$ cat config.mk
export PLATFORM = sky130hd
export DESIGN_NAME = uart_channel_reset_state
export DESIGN_NICKNAME = d
export VERILOG_FILES = /design/src/core/uart_chan_pkg.sv /design/src/core/uart_channel_reset_state.sv /design/src/core/baud_tick_gen.sv
export SDC_FILE = /design/constraint.sdc
export NUM_CORES = 1
export LEC_CHECK = 0
export ABC_AREA = 1
export BUFFER_PORTS_ARGS = -buffer_cell sky130_fd_sc_hd__clkbuf_2
export CAP_MARGIN = 15
export CORE_MARGIN = 3
export CORE_UTILIZATION = 35
export CTS_CLUSTER_DIAMETER = 200
export CTS_CLUSTER_SIZE = 14
export DETAILED_ROUTE_END_ITERATION = 8
export PLACE_DENSITY_LB_ADDON = 0.05
export REMOVE_ABC_BUFFERS = 1
export SYNTH_ARGS = -nofsm -noshare
export SYNTH_HDL_FRONTEND = slang
export SYNTH_SLANG_ARGS = --single-unit
$ cat constraint.sdc
create_clock -name i_sys_clk -period 2.93 [get_ports i_sys_clk]
set_clock_uncertainty 0.05 [all_clocks]
set_input_delay 0.879 -clock i_sys_clk [delete_from_list [all_inputs] [get_ports i_sys_clk]]
set_output_delay 0.879 -clock i_sys_clk [all_outputs]
set_load 0.01 [all_outputs]
$ cat src/core/uart_chan_pkg.sv
// Package with reset values, register offsets and shared types of one UART channel
package uart_chan_pkg;
	localparam logic [7:0] DIV_LOW_RST = 8'h01;
	localparam logic [7:0] DIV_HIGH_RST = 8'h00;
	localparam logic [7:0] DIV_FRAC_RST = 8'h00;
	localparam logic [7:0] INT_SRC_NONE = 8'h01;
	localparam logic [7:0] LINE_STAT_RST = 8'h60;
	localparam logic [7:0] SCRATCH_RST = 8'hFF;
	localparam logic [7:0] ZERO_RST = 8'h00;
	localparam logic [3:0] MSR_LOW_RST = 4'h0;
	// Register offsets
	localparam logic [4:0] A_RX_TX = 5'h00;
	localparam logic [4:0] A_IER = 5'h01;
	localparam logic [4:0] A_FCR_ISR = 5'h02;
	localparam logic [4:0] A_LCR = 5'h03;
	localparam logic [4:0] A_MCR = 5'h04;
	localparam logic [4:0] A_LSR = 5'h05;
	localparam logic [4:0] A_MSR = 5'h06;
	localparam logic [4:0] A_SPR = 5'h07;
	localparam logic [4:0] A_DIV_LOW = 5'h08;
	localparam logic [4:0] A_DIV_HIGH = 5'h09;
	localparam logic [4:0] A_DIV_FRAC = 5'h0A;
	localparam logic [4:0] A_FEATURE_CONTROL_REG = 5'h0B;
	localparam logic [4:0] A_EFR = 5'h0C;
	localparam logic [4:0] A_TX_FIFO_COUNT = 5'h0D;
	localparam logic [4:0] A_TX_FIFO_TRIGGER = 5'h0E;
	localparam logic [4:0] A_RX_FIFO_COUNT = 5'h0F;
	localparam logic [4:0] A_RX_FIFO_TRIGGER = 5'h10;
	localparam logic [4:0] A_FLOWST = 5'h11;
	localparam logic [4:0] A_RES1 = 5'h12;
	localparam logic [4:0] A_RES2 = 5'h13;
	localparam logic [4:0] A_PAU1 = 5'h14;
	localparam logic [4:0] A_PAU2 = 5'h15;
	localparam logic [4:0] A_INT_STAT = 5'h16;
	localparam logic [4:0] A_INT_MASK = 5'h17;
	localparam logic [4:0] A_SAMPLE = 5'h18;
	// Field positions
	localparam int EFR_ENH_BIT = 4;
	localparam int LSR_THRE_BIT = 5;
	localparam int LSR_TEMT_BIT = 6;
	localparam int LSR_DR_BIT = 0;
	localparam int MCR_DTR_BIT = 0;
	localparam int MCR_RTS_BIT = 1;
	localparam int EV_RX_BIT = 0;
	localparam int EV_TX_BIT = 1;
	// Oversampling ratios selected by the sampling mode code
	localparam logic [1:0] SMP_16X = 2'h0;
	localparam logic [1:0] SMP_8X = 2'h1;
	localparam logic [1:0] SMP_4X = 2'h2;
	localparam logic [4:0] RATIO_16 = 5'h10;
	localparam logic [4:0] RATIO_8 = 5'h08;
	localparam logic [4:0] RATIO_4 = 5'h04;
	// Stop-to-interrupt bound in baud clock periods
	localparam int STOP_INT_BCLK = 1;
	// Register port request
	typedef struct packed {
		logic wr;
		logic rd;
		logic [4:0] addr;
		logic [7:0] wdata;
	} reg_req_t;
endpackage

$ cat src/core/uart_channel_reset_state.sv
// One UART channel register file with reset state and receive event timing
//
// The register offsets and the strobed register port were chosen for this implementation.
`timescale 1ns/1ns
// Functional notes
// Reset loads the divisor low byte with 01 and clears the high and fraction bytes.
// Reset makes the interrupt source register read 01, no interrupt pending.
// Reset makes the line status read 60, holding and transmitter empty.
// Reset fills the scratchpad with FF.
// Reset clears the low modem status nibble; the high nibble shows the modem inputs.
// Reset clears interrupt enable, FIFO, line, modem, feature and enhanced registers.
// Reset clears FIFO counts and triggers, flow status and the four flow characters.
// Receive and transmit holding contents are undefined after reset.
// Serial output idles high and infrared output low during and after reset.
// Both active-low modem outputs are high during and after reset.
// The receive interrupt rises within one baud clock after the stop bit.
// The baud clock runs at 16, 8 or 4 times the bit rate by sampling mode.
// Reset clears every enhanced function bit for legacy behaviour.
// Flow status is cleared whenever software flow control is off.
// Reset values apply per channel while the reset input is high.
module uart_channel_reset_state (
	// Clock and reset
	input wire logic i_sys_clk,
	input wire logic i_reset,
	// Register port
	input wire logic [4:0] i_addr,
	input wire logic [7:0] i_wdata,
	input wire logic i_wr,
	input wire logic i_rd,
	output logic [7:0] o_rdata,
	// Receive side events from the channel datapath
	input wire logic i_rx_stop_done,
	input wire logic [7:0] i_rx_char,
	input wire logic [3:0] i_flow_events,
	// Modem inputs, active low pins, bits 3..0 are cd, ri, dsr, cts
	input wire logic [3:0] i_modem_n,
	// Serial and modem outputs
	output logic o_serial_tx,
	output logic o_infrared_transmit_out,
	output logic o_rts_n,
	output logic o_dtr_n,
	// Interrupt and baud enables
	output logic o_irq,
	output logic o_bclk_tick,
	output logic o_bit_tick
);
	logic [7:0] div_low_r, div_low_nxt, div_high_r, div_high_nxt, div_frac_r, div_frac_nxt;
	logic [7:0] ier_r, ier_nxt, fcr_r, fcr_nxt, lcr_r, lcr_nxt, mcr_r, mcr_nxt;
	logic [7:0] spr_r, spr_nxt, feature_control_reg_r, feature_control_reg_nxt, efr_r, efr_nxt;
	logic [7:0] tx_fifo_trigger_r, tx_fifo_trigger_nxt, rx_fifo_trigger_r, rx_fifo_trigger_nxt;
	logic [7:0] tx_fifo_count_r, rx_fifo_count_r, flow_r, flow_nxt;
	logic [7:0] res1_r, res1_nxt, res2_r, res2_nxt, pau1_r, pau1_nxt, pau2_r, pau2_nxt;
	logic [7:0] rx_hold_r, rx_hold_nxt;
	logic [3:0] msr_low_r, msr_low_nxt;
	logic [1:0] ist_r, ist_nxt, imask_r, imask_nxt;
	logic [1:0] smp_r, smp_nxt;
	logic data_ready_r, data_ready_nxt;
	logic rx_pend_r, rx_pend_nxt;
	logic [7:0] rdata_r, rdata_nxt;
	logic [3:0] modem_s1_r, modem_s2_r, modem_prev_r;
	logic stop_s1_r, stop_s2_r, stop_prev_r;
	logic stop_edge, enh_wr, sw_flow_off;
	logic [7:0] isr_val, lsr_val, msr_val;
	logic bclk, bitt;

	// Baud enable divider
	baud_tick_gen u_baud (
		.i_sys_clk(i_sys_clk),
		.i_reset(i_reset),
		.i_divisor({div_high_r, div_low_r}),
		.i_fraction(div_frac_r[3:0]),
		.i_sample_mode(smp_r),
		.o_bclk_tick(bclk),
		.o_bit_tick(bitt)
	);
	assign o_bclk_tick = bclk;
	assign o_bit_tick = bitt;

	// Pin synchronisers; first stage read only by the second
	always_ff @(posedge i_sys_clk) begin
		modem_s1_r <= i_modem_n;
		modem_s2_r <= modem_s1_r;
		stop_s1_r <= i_rx_stop_done;
		stop_s2_r <= stop_s1_r;
		if (i_reset) begin
			// Track the pins in reset so no false delta follows release
			modem_prev_r <= ~modem_s2_r;
			stop_prev_r <= 1'b0;
		end else begin
			modem_prev_r <= ~modem_s2_r;
			stop_prev_r <= stop_s2_r;
		end
	end
	assign stop_edge = stop_s2_r & ~stop_prev_r;

	// Enhanced bits change only while the enable bit is set
	assign enh_wr = efr_r[uart_chan_pkg::EFR_ENH_BIT];
	assign sw_flow_off = (efr_r[3:0] == 4'h0);

	// Composite read values
	assign isr_val = rx_pend_r ? 8'h04 : uart_chan_pkg::INT_SRC_NONE;
	assign lsr_val = {1'b0, 1'b1, 1'b1, 4'h0, data_ready_r};
	assign msr_val = {~modem_s2_r, msr_low_r};

	// Register next state
	always_comb begin
		div_low_nxt = div_low_r;
		div_high_nxt = div_high_r;
		div_frac_nxt = div_frac_r;
		ier_nxt = ier_r;
		fcr_nxt = fcr_r;
		lcr_nxt = lcr_r;
		mcr_nxt = mcr_r;
		spr_nxt = spr_r;
		feature_control_reg_nxt = feature_control_reg_r;
		efr_nxt = efr_r;
		tx_fifo_trigger_nxt = tx_fifo_trigger_r;
		rx_fifo_trigger_nxt = rx_fifo_trigger_r;
		res1_nxt = res1_r;
		res2_nxt = res2_r;
		pau1_nxt = pau1_r;
		pau2_nxt = pau2_r;
		smp_nxt = smp_r;
		imask_nxt = imask_r;
		rx_hold_nxt = rx_hold_r;
		flow_nxt = flow_r | {4'h0, i_flow_events};
		msr_low_nxt = msr_low_r | (modem_prev_r ^ ~modem_s2_r);
		data_ready_nxt = data_ready_r;
		rx_pend_nxt = rx_pend_r;
		ist_nxt = ist_r;
		rdata_nxt = 8'h00;
		if (i_wr) begin
			unique case (i_addr)
				uart_chan_pkg::A_IER: ier_nxt = enh_wr ? i_wdata : {ier_r[7:5], i_wdata[4:0]};
				uart_chan_pkg::A_FCR_ISR: fcr_nxt = enh_wr ? i_wdata : {i_wdata[7:6], fcr_r[5:4], i_wdata[3:0]};
				uart_chan_pkg::A_LCR: lcr_nxt = i_wdata;
				uart_chan_pkg::A_MCR: mcr_nxt = enh_wr ? i_wdata : {mcr_r[7:5], i_wdata[4], mcr_r[3:2], i_wdata[1:0]};
				uart_chan_pkg::A_SPR: spr_nxt = i_wdata;
				uart_chan_pkg::A_DIV_LOW: div_low_nxt = i_wdata;
				uart_chan_pkg::A_DIV_HIGH: div_high_nxt = i_wdata;
				uart_chan_pkg::A_DIV_FRAC: div_frac_nxt = i_wdata;
				uart_chan_pkg::A_FEATURE_CONTROL_REG: feature_control_reg_nxt = i_wdata;
				uart_chan_pkg::A_EFR: efr_nxt = i_wdata;
				uart_chan_pkg::A_TX_FIFO_TRIGGER: tx_fifo_trigger_nxt = i_wdata;
				uart_chan_pkg::A_RX_FIFO_TRIGGER: rx_fifo_trigger_nxt = i_wdata;
				uart_chan_pkg::A_RES1: res1_nxt = i_wdata;
				uart_chan_pkg::A_RES2: res2_nxt = i_wdata;
				uart_chan_pkg::A_PAU1: pau1_nxt = i_wdata;
				uart_chan_pkg::A_PAU2: pau2_nxt = i_wdata;
				uart_chan_pkg::A_INT_MASK: imask_nxt = i_wdata[1:0];
				uart_chan_pkg::A_SAMPLE: smp_nxt = i_wdata[1:0];
				default: ;
			endcase
		end
		// Write one to clear; new events below win over the clear
		if (i_wr && i_addr == uart_chan_pkg::A_INT_STAT) begin
			ist_nxt = ist_r & ~i_wdata[1:0];
		end
		if (i_rd) begin
			unique case (i_addr)
				uart_chan_pkg::A_RX_TX: rdata_nxt = rx_hold_r;
				uart_chan_pkg::A_IER: rdata_nxt = ier_r;
				uart_chan_pkg::A_FCR_ISR: rdata_nxt = isr_val;
				uart_chan_pkg::A_LCR: rdata_nxt = lcr_r;
				uart_chan_pkg::A_MCR: rdata_nxt = mcr_r;
				uart_chan_pkg::A_LSR: rdata_nxt = lsr_val;
				uart_chan_pkg::A_MSR: rdata_nxt = msr_val;
				uart_chan_pkg::A_SPR: rdata_nxt = spr_r;
				uart_chan_pkg::A_DIV_LOW: rdata_nxt = div_low_r;
				uart_chan_pkg::A_DIV_HIGH: rdata_nxt = div_high_r;
				uart_chan_pkg::A_DIV_FRAC: rdata_nxt = div_frac_r;
				uart_chan_pkg::A_FEATURE_CONTROL_REG: rdata_nxt = feature_control_reg_r;
				uart_chan_pkg::A_EFR: rdata_nxt = efr_r;
				uart_chan_pkg::A_TX_FIFO_COUNT: rdata_nxt = tx_fifo_count_r;
				uart_chan_pkg::A_TX_FIFO_TRIGGER: rdata_nxt = tx_fifo_trigger_r;
				uart_chan_pkg::A_RX_FIFO_COUNT: rdata_nxt = rx_fifo_count_r;
				uart_chan_pkg::A_RX_FIFO_TRIGGER: rdata_nxt = rx_fifo_trigger_r;
				uart_chan_pkg::A_FLOWST: rdata_nxt = flow_r;
				uart_chan_pkg::A_INT_STAT: rdata_nxt = {6'h00, ist_r};
				uart_chan_pkg::A_INT_MASK: rdata_nxt = {6'h00, imask_r};
				uart_chan_pkg::A_SAMPLE: rdata_nxt = {6'h00, smp_r};
				default: rdata_nxt = 8'h00;
			endcase
			// Read clears flow status and modem deltas; events this cycle survive
			if (i_addr == uart_chan_pkg::A_FLOWST) begin
				flow_nxt = {4'h0, i_flow_events};
			end
			if (i_addr == uart_chan_pkg::A_MSR) begin
				msr_low_nxt = modem_prev_r ^ ~modem_s2_r;
			end
			if (i_addr == uart_chan_pkg::A_RX_TX) begin
				data_ready_nxt = 1'b0;
				rx_pend_nxt = 1'b0;
			end
		end
		// Received character; interrupt pending flag loads IER bit 0 at once on the stop edge
		if (stop_edge) begin
			rx_hold_nxt = i_rx_char;
			data_ready_nxt = 1'b1;
			rx_pend_nxt = ier_r[0];
			ist_nxt[uart_chan_pkg::EV_RX_BIT] = 1'b1;
		end
		if (i_wr && i_addr == uart_chan_pkg::A_RX_TX) begin
			ist_nxt[uart_chan_pkg::EV_TX_BIT] = 1'b1;
		end
		if (sw_flow_off) begin
			flow_nxt = uart_chan_pkg::ZERO_RST;
		end
	end

	// Registers; all reset values while the reset input is high
	always_ff @(posedge i_sys_clk) begin
		if (i_reset) begin
			div_low_r <= uart_chan_pkg::DIV_LOW_RST;
			div_high_r <= uart_chan_pkg::DIV_HIGH_RST;
			div_frac_r <= uart_chan_pkg::DIV_FRAC_RST;
			ier_r <= uart_chan_pkg::ZERO_RST;
			fcr_r <= uart_chan_pkg::ZERO_RST;
			lcr_r <= uart_chan_pkg::ZERO_RST;
			mcr_r <= uart_chan_pkg::ZERO_RST;
			feature_control_reg_r <= uart_chan_pkg::ZERO_RST;
			efr_r <= uart_chan_pkg::ZERO_RST;
			spr_r <= uart_chan_pkg::SCRATCH_RST;
			tx_fifo_trigger_r <= uart_chan_pkg::ZERO_RST;
			rx_fifo_trigger_r <= uart_chan_pkg::ZERO_RST;
			tx_fifo_count_r <= uart_chan_pkg::ZERO_RST;
			rx_fifo_count_r <= uart_chan_pkg::ZERO_RST;
			flow_r <= uart_chan_pkg::ZERO_RST;
			res1_r <= uart_chan_pkg::ZERO_RST;
			res2_r <= uart_chan_pkg::ZERO_RST;
			pau1_r <= uart_chan_pkg::ZERO_RST;
			pau2_r <= uart_chan_pkg::ZERO_RST;
			msr_low_r <= uart_chan_pkg::MSR_LOW_RST;
			smp_r <= uart_chan_pkg::SMP_16X;
			imask_r <= 2'h0;
			ist_r <= 2'h0;
			data_ready_r <= 1'b0;
			rx_pend_r <= 1'b0;
			rdata_r <= 8'h00;
		end else begin
			div_low_r <= div_low_nxt;
			div_high_r <= div_high_nxt;
			div_frac_r <= div_frac_nxt;
			ier_r <= ier_nxt;
			fcr_r <= fcr_nxt;
			lcr_r <= lcr_nxt;
			mcr_r <= mcr_nxt;
			feature_control_reg_r <= feature_control_reg_nxt;
			efr_r <= efr_nxt;
			spr_r <= spr_nxt;
			tx_fifo_trigger_r <= tx_fifo_trigger_nxt;
			rx_fifo_trigger_r <= rx_fifo_trigger_nxt;
			flow_r <= flow_nxt;
			res1_r <= res1_nxt;
			res2_r <= res2_nxt;
			pau1_r <= pau1_nxt;
			pau2_r <= pau2_nxt;
			msr_low_r <= msr_low_nxt;
			smp_r <= smp_nxt;
			imask_r <= imask_nxt;
			ist_r <= ist_nxt;
			data_ready_r <= data_ready_nxt;
			rx_pend_r <= rx_pend_nxt;
			rdata_r <= rdata_nxt;
		end
	end

	// Holding register has no reset; its content is undefined afterwards
	always_ff @(posedge i_sys_clk) begin
		rx_hold_r <= rx_hold_nxt;
	end

	// Outputs; transmit datapath is outside, so line stays at mark here
	assign o_rdata = rdata_r;
	assign o_serial_tx = 1'b1;
	assign o_infrared_transmit_out = 1'b0;
	assign o_rts_n = ~mcr_r[uart_chan_pkg::MCR_RTS_BIT];
	assign o_dtr_n = ~mcr_r[uart_chan_pkg::MCR_DTR_BIT];
	assign o_irq = |(ist_r & imask_r);

	// Checks
	reset_div_a: assert property (@(posedge i_sys_clk) i_reset |=>
		div_low_r == 8'h01 && div_high_r == 8'h00 && div_frac_r == 8'h00)
		else $error("divisor reset value wrong");
	reset_spr_a: assert property (@(posedge i_sys_clk) i_reset |=> spr_r == 8'hFF)
		else $error("scratchpad reset value wrong");
	reset_ctl_a: assert property (@(posedge i_sys_clk) i_reset |=>
		ier_r == 8'h00 && lcr_r == 8'h00 && efr_r == 8'h00 && feature_control_reg_r == 8'h00)
		else $error("control reset value wrong");
	reset_modem_a: assert property (@(posedge i_sys_clk) i_reset |=>
		o_rts_n && o_dtr_n) else $error("modem outputs not idle");
	idle_line_a: assert property (@(posedge i_sys_clk)
		o_serial_tx && !o_infrared_transmit_out) else $error("serial line not idle");
	flow_off_a: assert property (@(posedge i_sys_clk) disable iff (i_reset)
		sw_flow_off |=> flow_r == 8'h00) else $error("flow status not cleared");
	rx_int_a: assert property (@(posedge i_sys_clk) disable iff (i_reset)
		stop_edge && ier_r[0] |=> isr_val == 8'h04 || $past(i_rd))
		else $error("receive interrupt late");
	isr_idle_a: assert property (@(posedge i_sys_clk) disable iff (i_reset)
		!rx_pend_r |-> isr_val == 8'h01) else $error("idle source code wrong");
	lsr_empty_a: assert property (@(posedge i_sys_clk) i_reset |=>
		lsr_val == 8'h60) else $error("line status reset wrong");
endmodule // uart_channel_reset_state

$ cat src/core/baud_tick_gen.sv
// Baud clock enable divider with fractional divisor and sampling ratio
`timescale 1ns/1ns
module baud_tick_gen (
	// Clock and reset
	input wire logic i_sys_clk,
	input wire logic i_reset,
	// Divisor and mode
	input wire logic [15:0] i_divisor,
	input wire logic [3:0] i_fraction,
	input wire logic [1:0] i_sample_mode,
	// Enables
	output logic o_bclk_tick,
	output logic o_bit_tick
);
	logic [19:0] cnt_r, cnt_nxt;
	logic [4:0] sub_r, sub_nxt;
	logic [4:0] ratio;
	logic [19:0] limit;
	logic tick_r, tick_nxt, bit_r, bit_nxt;

	// Baud clock is 16, 8 or 4 times the bit rate
	always_comb begin
		unique case (i_sample_mode)
			uart_chan_pkg::SMP_8X: ratio = uart_chan_pkg::RATIO_8;
			uart_chan_pkg::SMP_4X: ratio = uart_chan_pkg::RATIO_4;
			default: ratio = uart_chan_pkg::RATIO_16;
		endcase
	end

	// Divisor of zero behaves as one to keep the tick alive
	assign limit = (i_divisor == 16'h0000) ? 20'h00010 : {i_divisor, i_fraction};

	// Count sixteenths so the fraction stretches the period evenly
	always_comb begin
		cnt_nxt = cnt_r + 20'h00010;
		tick_nxt = 1'b0;
		sub_nxt = sub_r;
		bit_nxt = 1'b0;
		if (cnt_nxt >= limit) begin
			cnt_nxt = cnt_nxt - limit;
			tick_nxt = 1'b1;
			if (sub_r >= ratio - 5'h01) begin
				sub_nxt = 5'h00;
				bit_nxt = 1'b1;
			end else begin
				sub_nxt = sub_r + 5'h01;
			end
		end
	end

	always_ff @(posedge i_sys_clk) begin
		if (i_reset) begin
			cnt_r <= 20'h00000;
			sub_r <= 5'h00;
			tick_r <= 1'b0;
			bit_r <= 1'b0;
		end else begin
			cnt_r <= cnt_nxt;
			sub_r <= sub_nxt;
			tick_r <= tick_nxt;
			bit_r <= bit_nxt;
		end
	end

	assign o_bclk_tick = tick_r;
	assign o_bit_tick = bit_r;
endmodule // baud_tick_gen

==> out/qor.yml <==
outcome: "completed"
io_pins: 49
final_common_cell: "nand2_1"
initial_core_util_pct: 36.3
rows: 55
setup_viol: 0
syn_inst: 1219
num_antenna_cells: 0
synth-adder-area-share_pct: 3.98
fp.dieW_um: 161
critPathSlowestCell: "dfxtp_2"
design_area_mm2: 0.0101
fin_crit_sh_pct: 94.5
most-common-layout-cells: "273 x nand2_1, 159 x nor2_1, 152 x dfxtp_1, 143 x inv_1, 99 x o21ai_0"
peakVddDrop_uv: 337
h-tree-depth: 4
critPathKind: "reg2reg"
drive_gt1_share_pct: 17.8
antenna_found_initial: 0
avgSynthCellArea_um2: 6.86
clock-sinks: 162
grt_pass1_wl_mm: 43.7
synthToLayoutAreaGrowth_pct: 20.6
whs_path_depth: 0
postCtsHoldBufs: 0
crit_top_cell: "nor2_4"
die_area_mm2: 0.0258
post-route-min-period_ns: 2.77
cts_tree: "done"
slew_headroom_pct: 45.9
synthMuxAreaShare_pct: 0
finalNonFillerCells: 1642
largest_reg_flops: 20
cp.arrival_ns: 3.05
syn_area_mm2: 0.00837
die_h_um: 161
synth_top_family_by_area: "simple AND/OR/NAND/NOR gates"
gp_congestion: 0.906
hpwl_mm: 22.2
yosysWarnings: 0
grt_pass1_vias: 7618
regMostFlops: "u_baud.cnt_r"
synth.distinct_cells: 44
clock_latency_ns: 0.44
first_pass_iters: 5
seq_area_frac_synth_pct: 39.7
cp-end-kind: "register"
critical_path.endpoint: "u_baud.cnt_r[9]"
cts-root-buf: "clkbuf_16"
postPlaceCellArea_mm2: 0.00927
total_leakage_power_nw: 4.56
synth_compound_area_share_pct: 15.3
rr_startpoint: "u_baud.cnt_r[5]"
cts_buffers: 17
fmax_mhz: 361
final_util_pct: 43.8
vias_per_cell: 4.82
path_cells: "ha_2 > nand2_1 > nor2_4 > nand3_2 > or2_2 > nand2_1 > inv_1 > ha_1 > nand2_2 > inv_2 > nand2_4 > nor2_4 > nand3_2 > nand2_2 > nor2_4 > nand2_8 > clkbuf_16 > o21ai_0 > nor2_1"
wl_per_cell_um: 17.4
critPathLaunch: "u_baud.cnt_r[5]"
grt_usage_pct: 22.1
maxSlewViolCount: 0
powerDensity_mw_per_mm2: 841
startpoint_type: "register"
fill_cells: 2467
r2r_setup_slack_ns: 0.16
synthSimpleGateAreaFrac_pct: 28.7
worst-r2r-cell-count: 19
synth-seq-cells: 162
io_buffers: 46
routed_wirelength_mm: 28.6
hold_class: "reg2reg"
cp_data_required_time_ns: 3.22
timing.rr.end: "u_baud.cnt_r[9]"
tightest_slew_ns: 0.808
synth_xor_area_share_pct: 2.72
vias: 7911
clkTransAtPathRegs_ns: 0.07
crit_fanout: 6
maxCapViolations: 0
overflow: 0
drtIter0Drc: 526
slowest_delay_ns: 0.34
nets: 1376
ant_nets: 0
finalSetupTns_ns: 0
drc: 0
grt_max_degree: 38
final_hold_viol_count: 0
cts.path.max_buffers: 2
placed_cells: 1602
core_mm2: 0.0231
[power by group]
part	switching [mW]	internal [mW]	total, mW
clock	1.06	1.13	2.19
combinational	2.36	1.42	3.79
sequential	0.117	2.39	2.51
[repair_timing]
item,4_1_cts,5_1_grt
endpoints found under the setup margin,18,26
setup buffers,1,6
resized for setup,5,46
gates cloned,0,1
pin swaps,3,11
[worst max-delay path: cells and delay by family, from the launching register on]
family | cells | cell delay, ns
compound gates | 1 | 0.13
fa+ha+maj | 2 | 0.48
buf+inv | 3 | 0.27
flops | 1 | 0.34
simple gates | 13 | 1.40
[worst min path at each step]
stage | startpoint | endpoint | slack, ns
6_report | stop_s1_r | stop_s2_r | 0.28
5_1_grt | modem_s1_r[1] | modem_s2_r[1] | 0.28
3_3_place_gp | modem_s1_r[3] | modem_s2_r[3] | 0.26
4_1_cts | modem_s1_r[1] | modem_s2_r[1] | 0.28
2_1_floorplan | modem_s1_r[0] | modem_s2_r[0] | 0.26
3_5_place_dp | modem_s1_r[1] | modem_s2_r[1] | 0.26
[cell type report]
type / instances / area, um2 / share of cell area, %
clock buffer: 18 / 429 / 4.25
clock inverter: 14 / 136 / 1.35
inverter: 171 / 651 / 6.45
multi-input combinational: 856 / 4390 / 43.5
sequential: 162 / 3330 / 33.0
tap: 313 / 392 / 3.88
timing repair buffer: 108 / 771 / 7.64
[cell usage after synthesis (all sizes together)]
cell type  instances  share of area [%]
nand3b             1              0.090
o21a               1              0.090
o41ai              1               0.10
and2               1              0.075
o21bai             3               0.27
nand2            292                 14
buf               12                1.0
edfxtp             8                2.9
xnor2              7               0.73
conb               2              0.090
or2                1              0.075
dfxtp            154                 37
a21oi             91                5.4
clkbuf            18               0.81
xor2              19                2.0
o22ai             10               0.75
a21boi             1              0.090
inv              169                7.6
fa                 1               0.24
ha                25                3.7
nor4               1              0.075
a31oi              1              0.075
o21ai            124                7.7
nand4              9               0.67
nor3              13                1.1
o211ai             7               0.63
a22o               1               0.10
nor2             185                9.3
nand3             58                3.6
a21o               1              0.090
clkinv             2              0.090
[logic make-up after synthesis]
family                   Yosys count
XOR/XNOR                          26
other                              2
buffers and inverters            201
adder cells (fa/ha/maj)           26
flip-flops                       162
AO/OA/AOI/OAI                    241
AND/OR/NAND/NOR                  561
[metrics by stage]
stage	hold slack [ns]	power (mW)	worst slack, ns
2_1_floorplan	0.260	4.72	0.0985
3_3_place_gp	0.261	5.87	-0.167
3_5_place_dp	0.264	5.84	-0.258
4_1_cts	0.283	8.10	0.00658
5_1_grt	0.284	9.04	-0.00408
6_report	0.281	8.48	0.162
[metal layers]
metal  part of all wire [%]  GRT usage [%]  vias to the layer above
li1                       -              -                     4093
met1                     50           31.8                     3623
met2                     44           35.1                      172
met3                    4.3           3.40                       23
met4                    1.1           4.69                        0
met5                      0              0                        -
No activity file was read; power rests on OpenSTA's default activity.
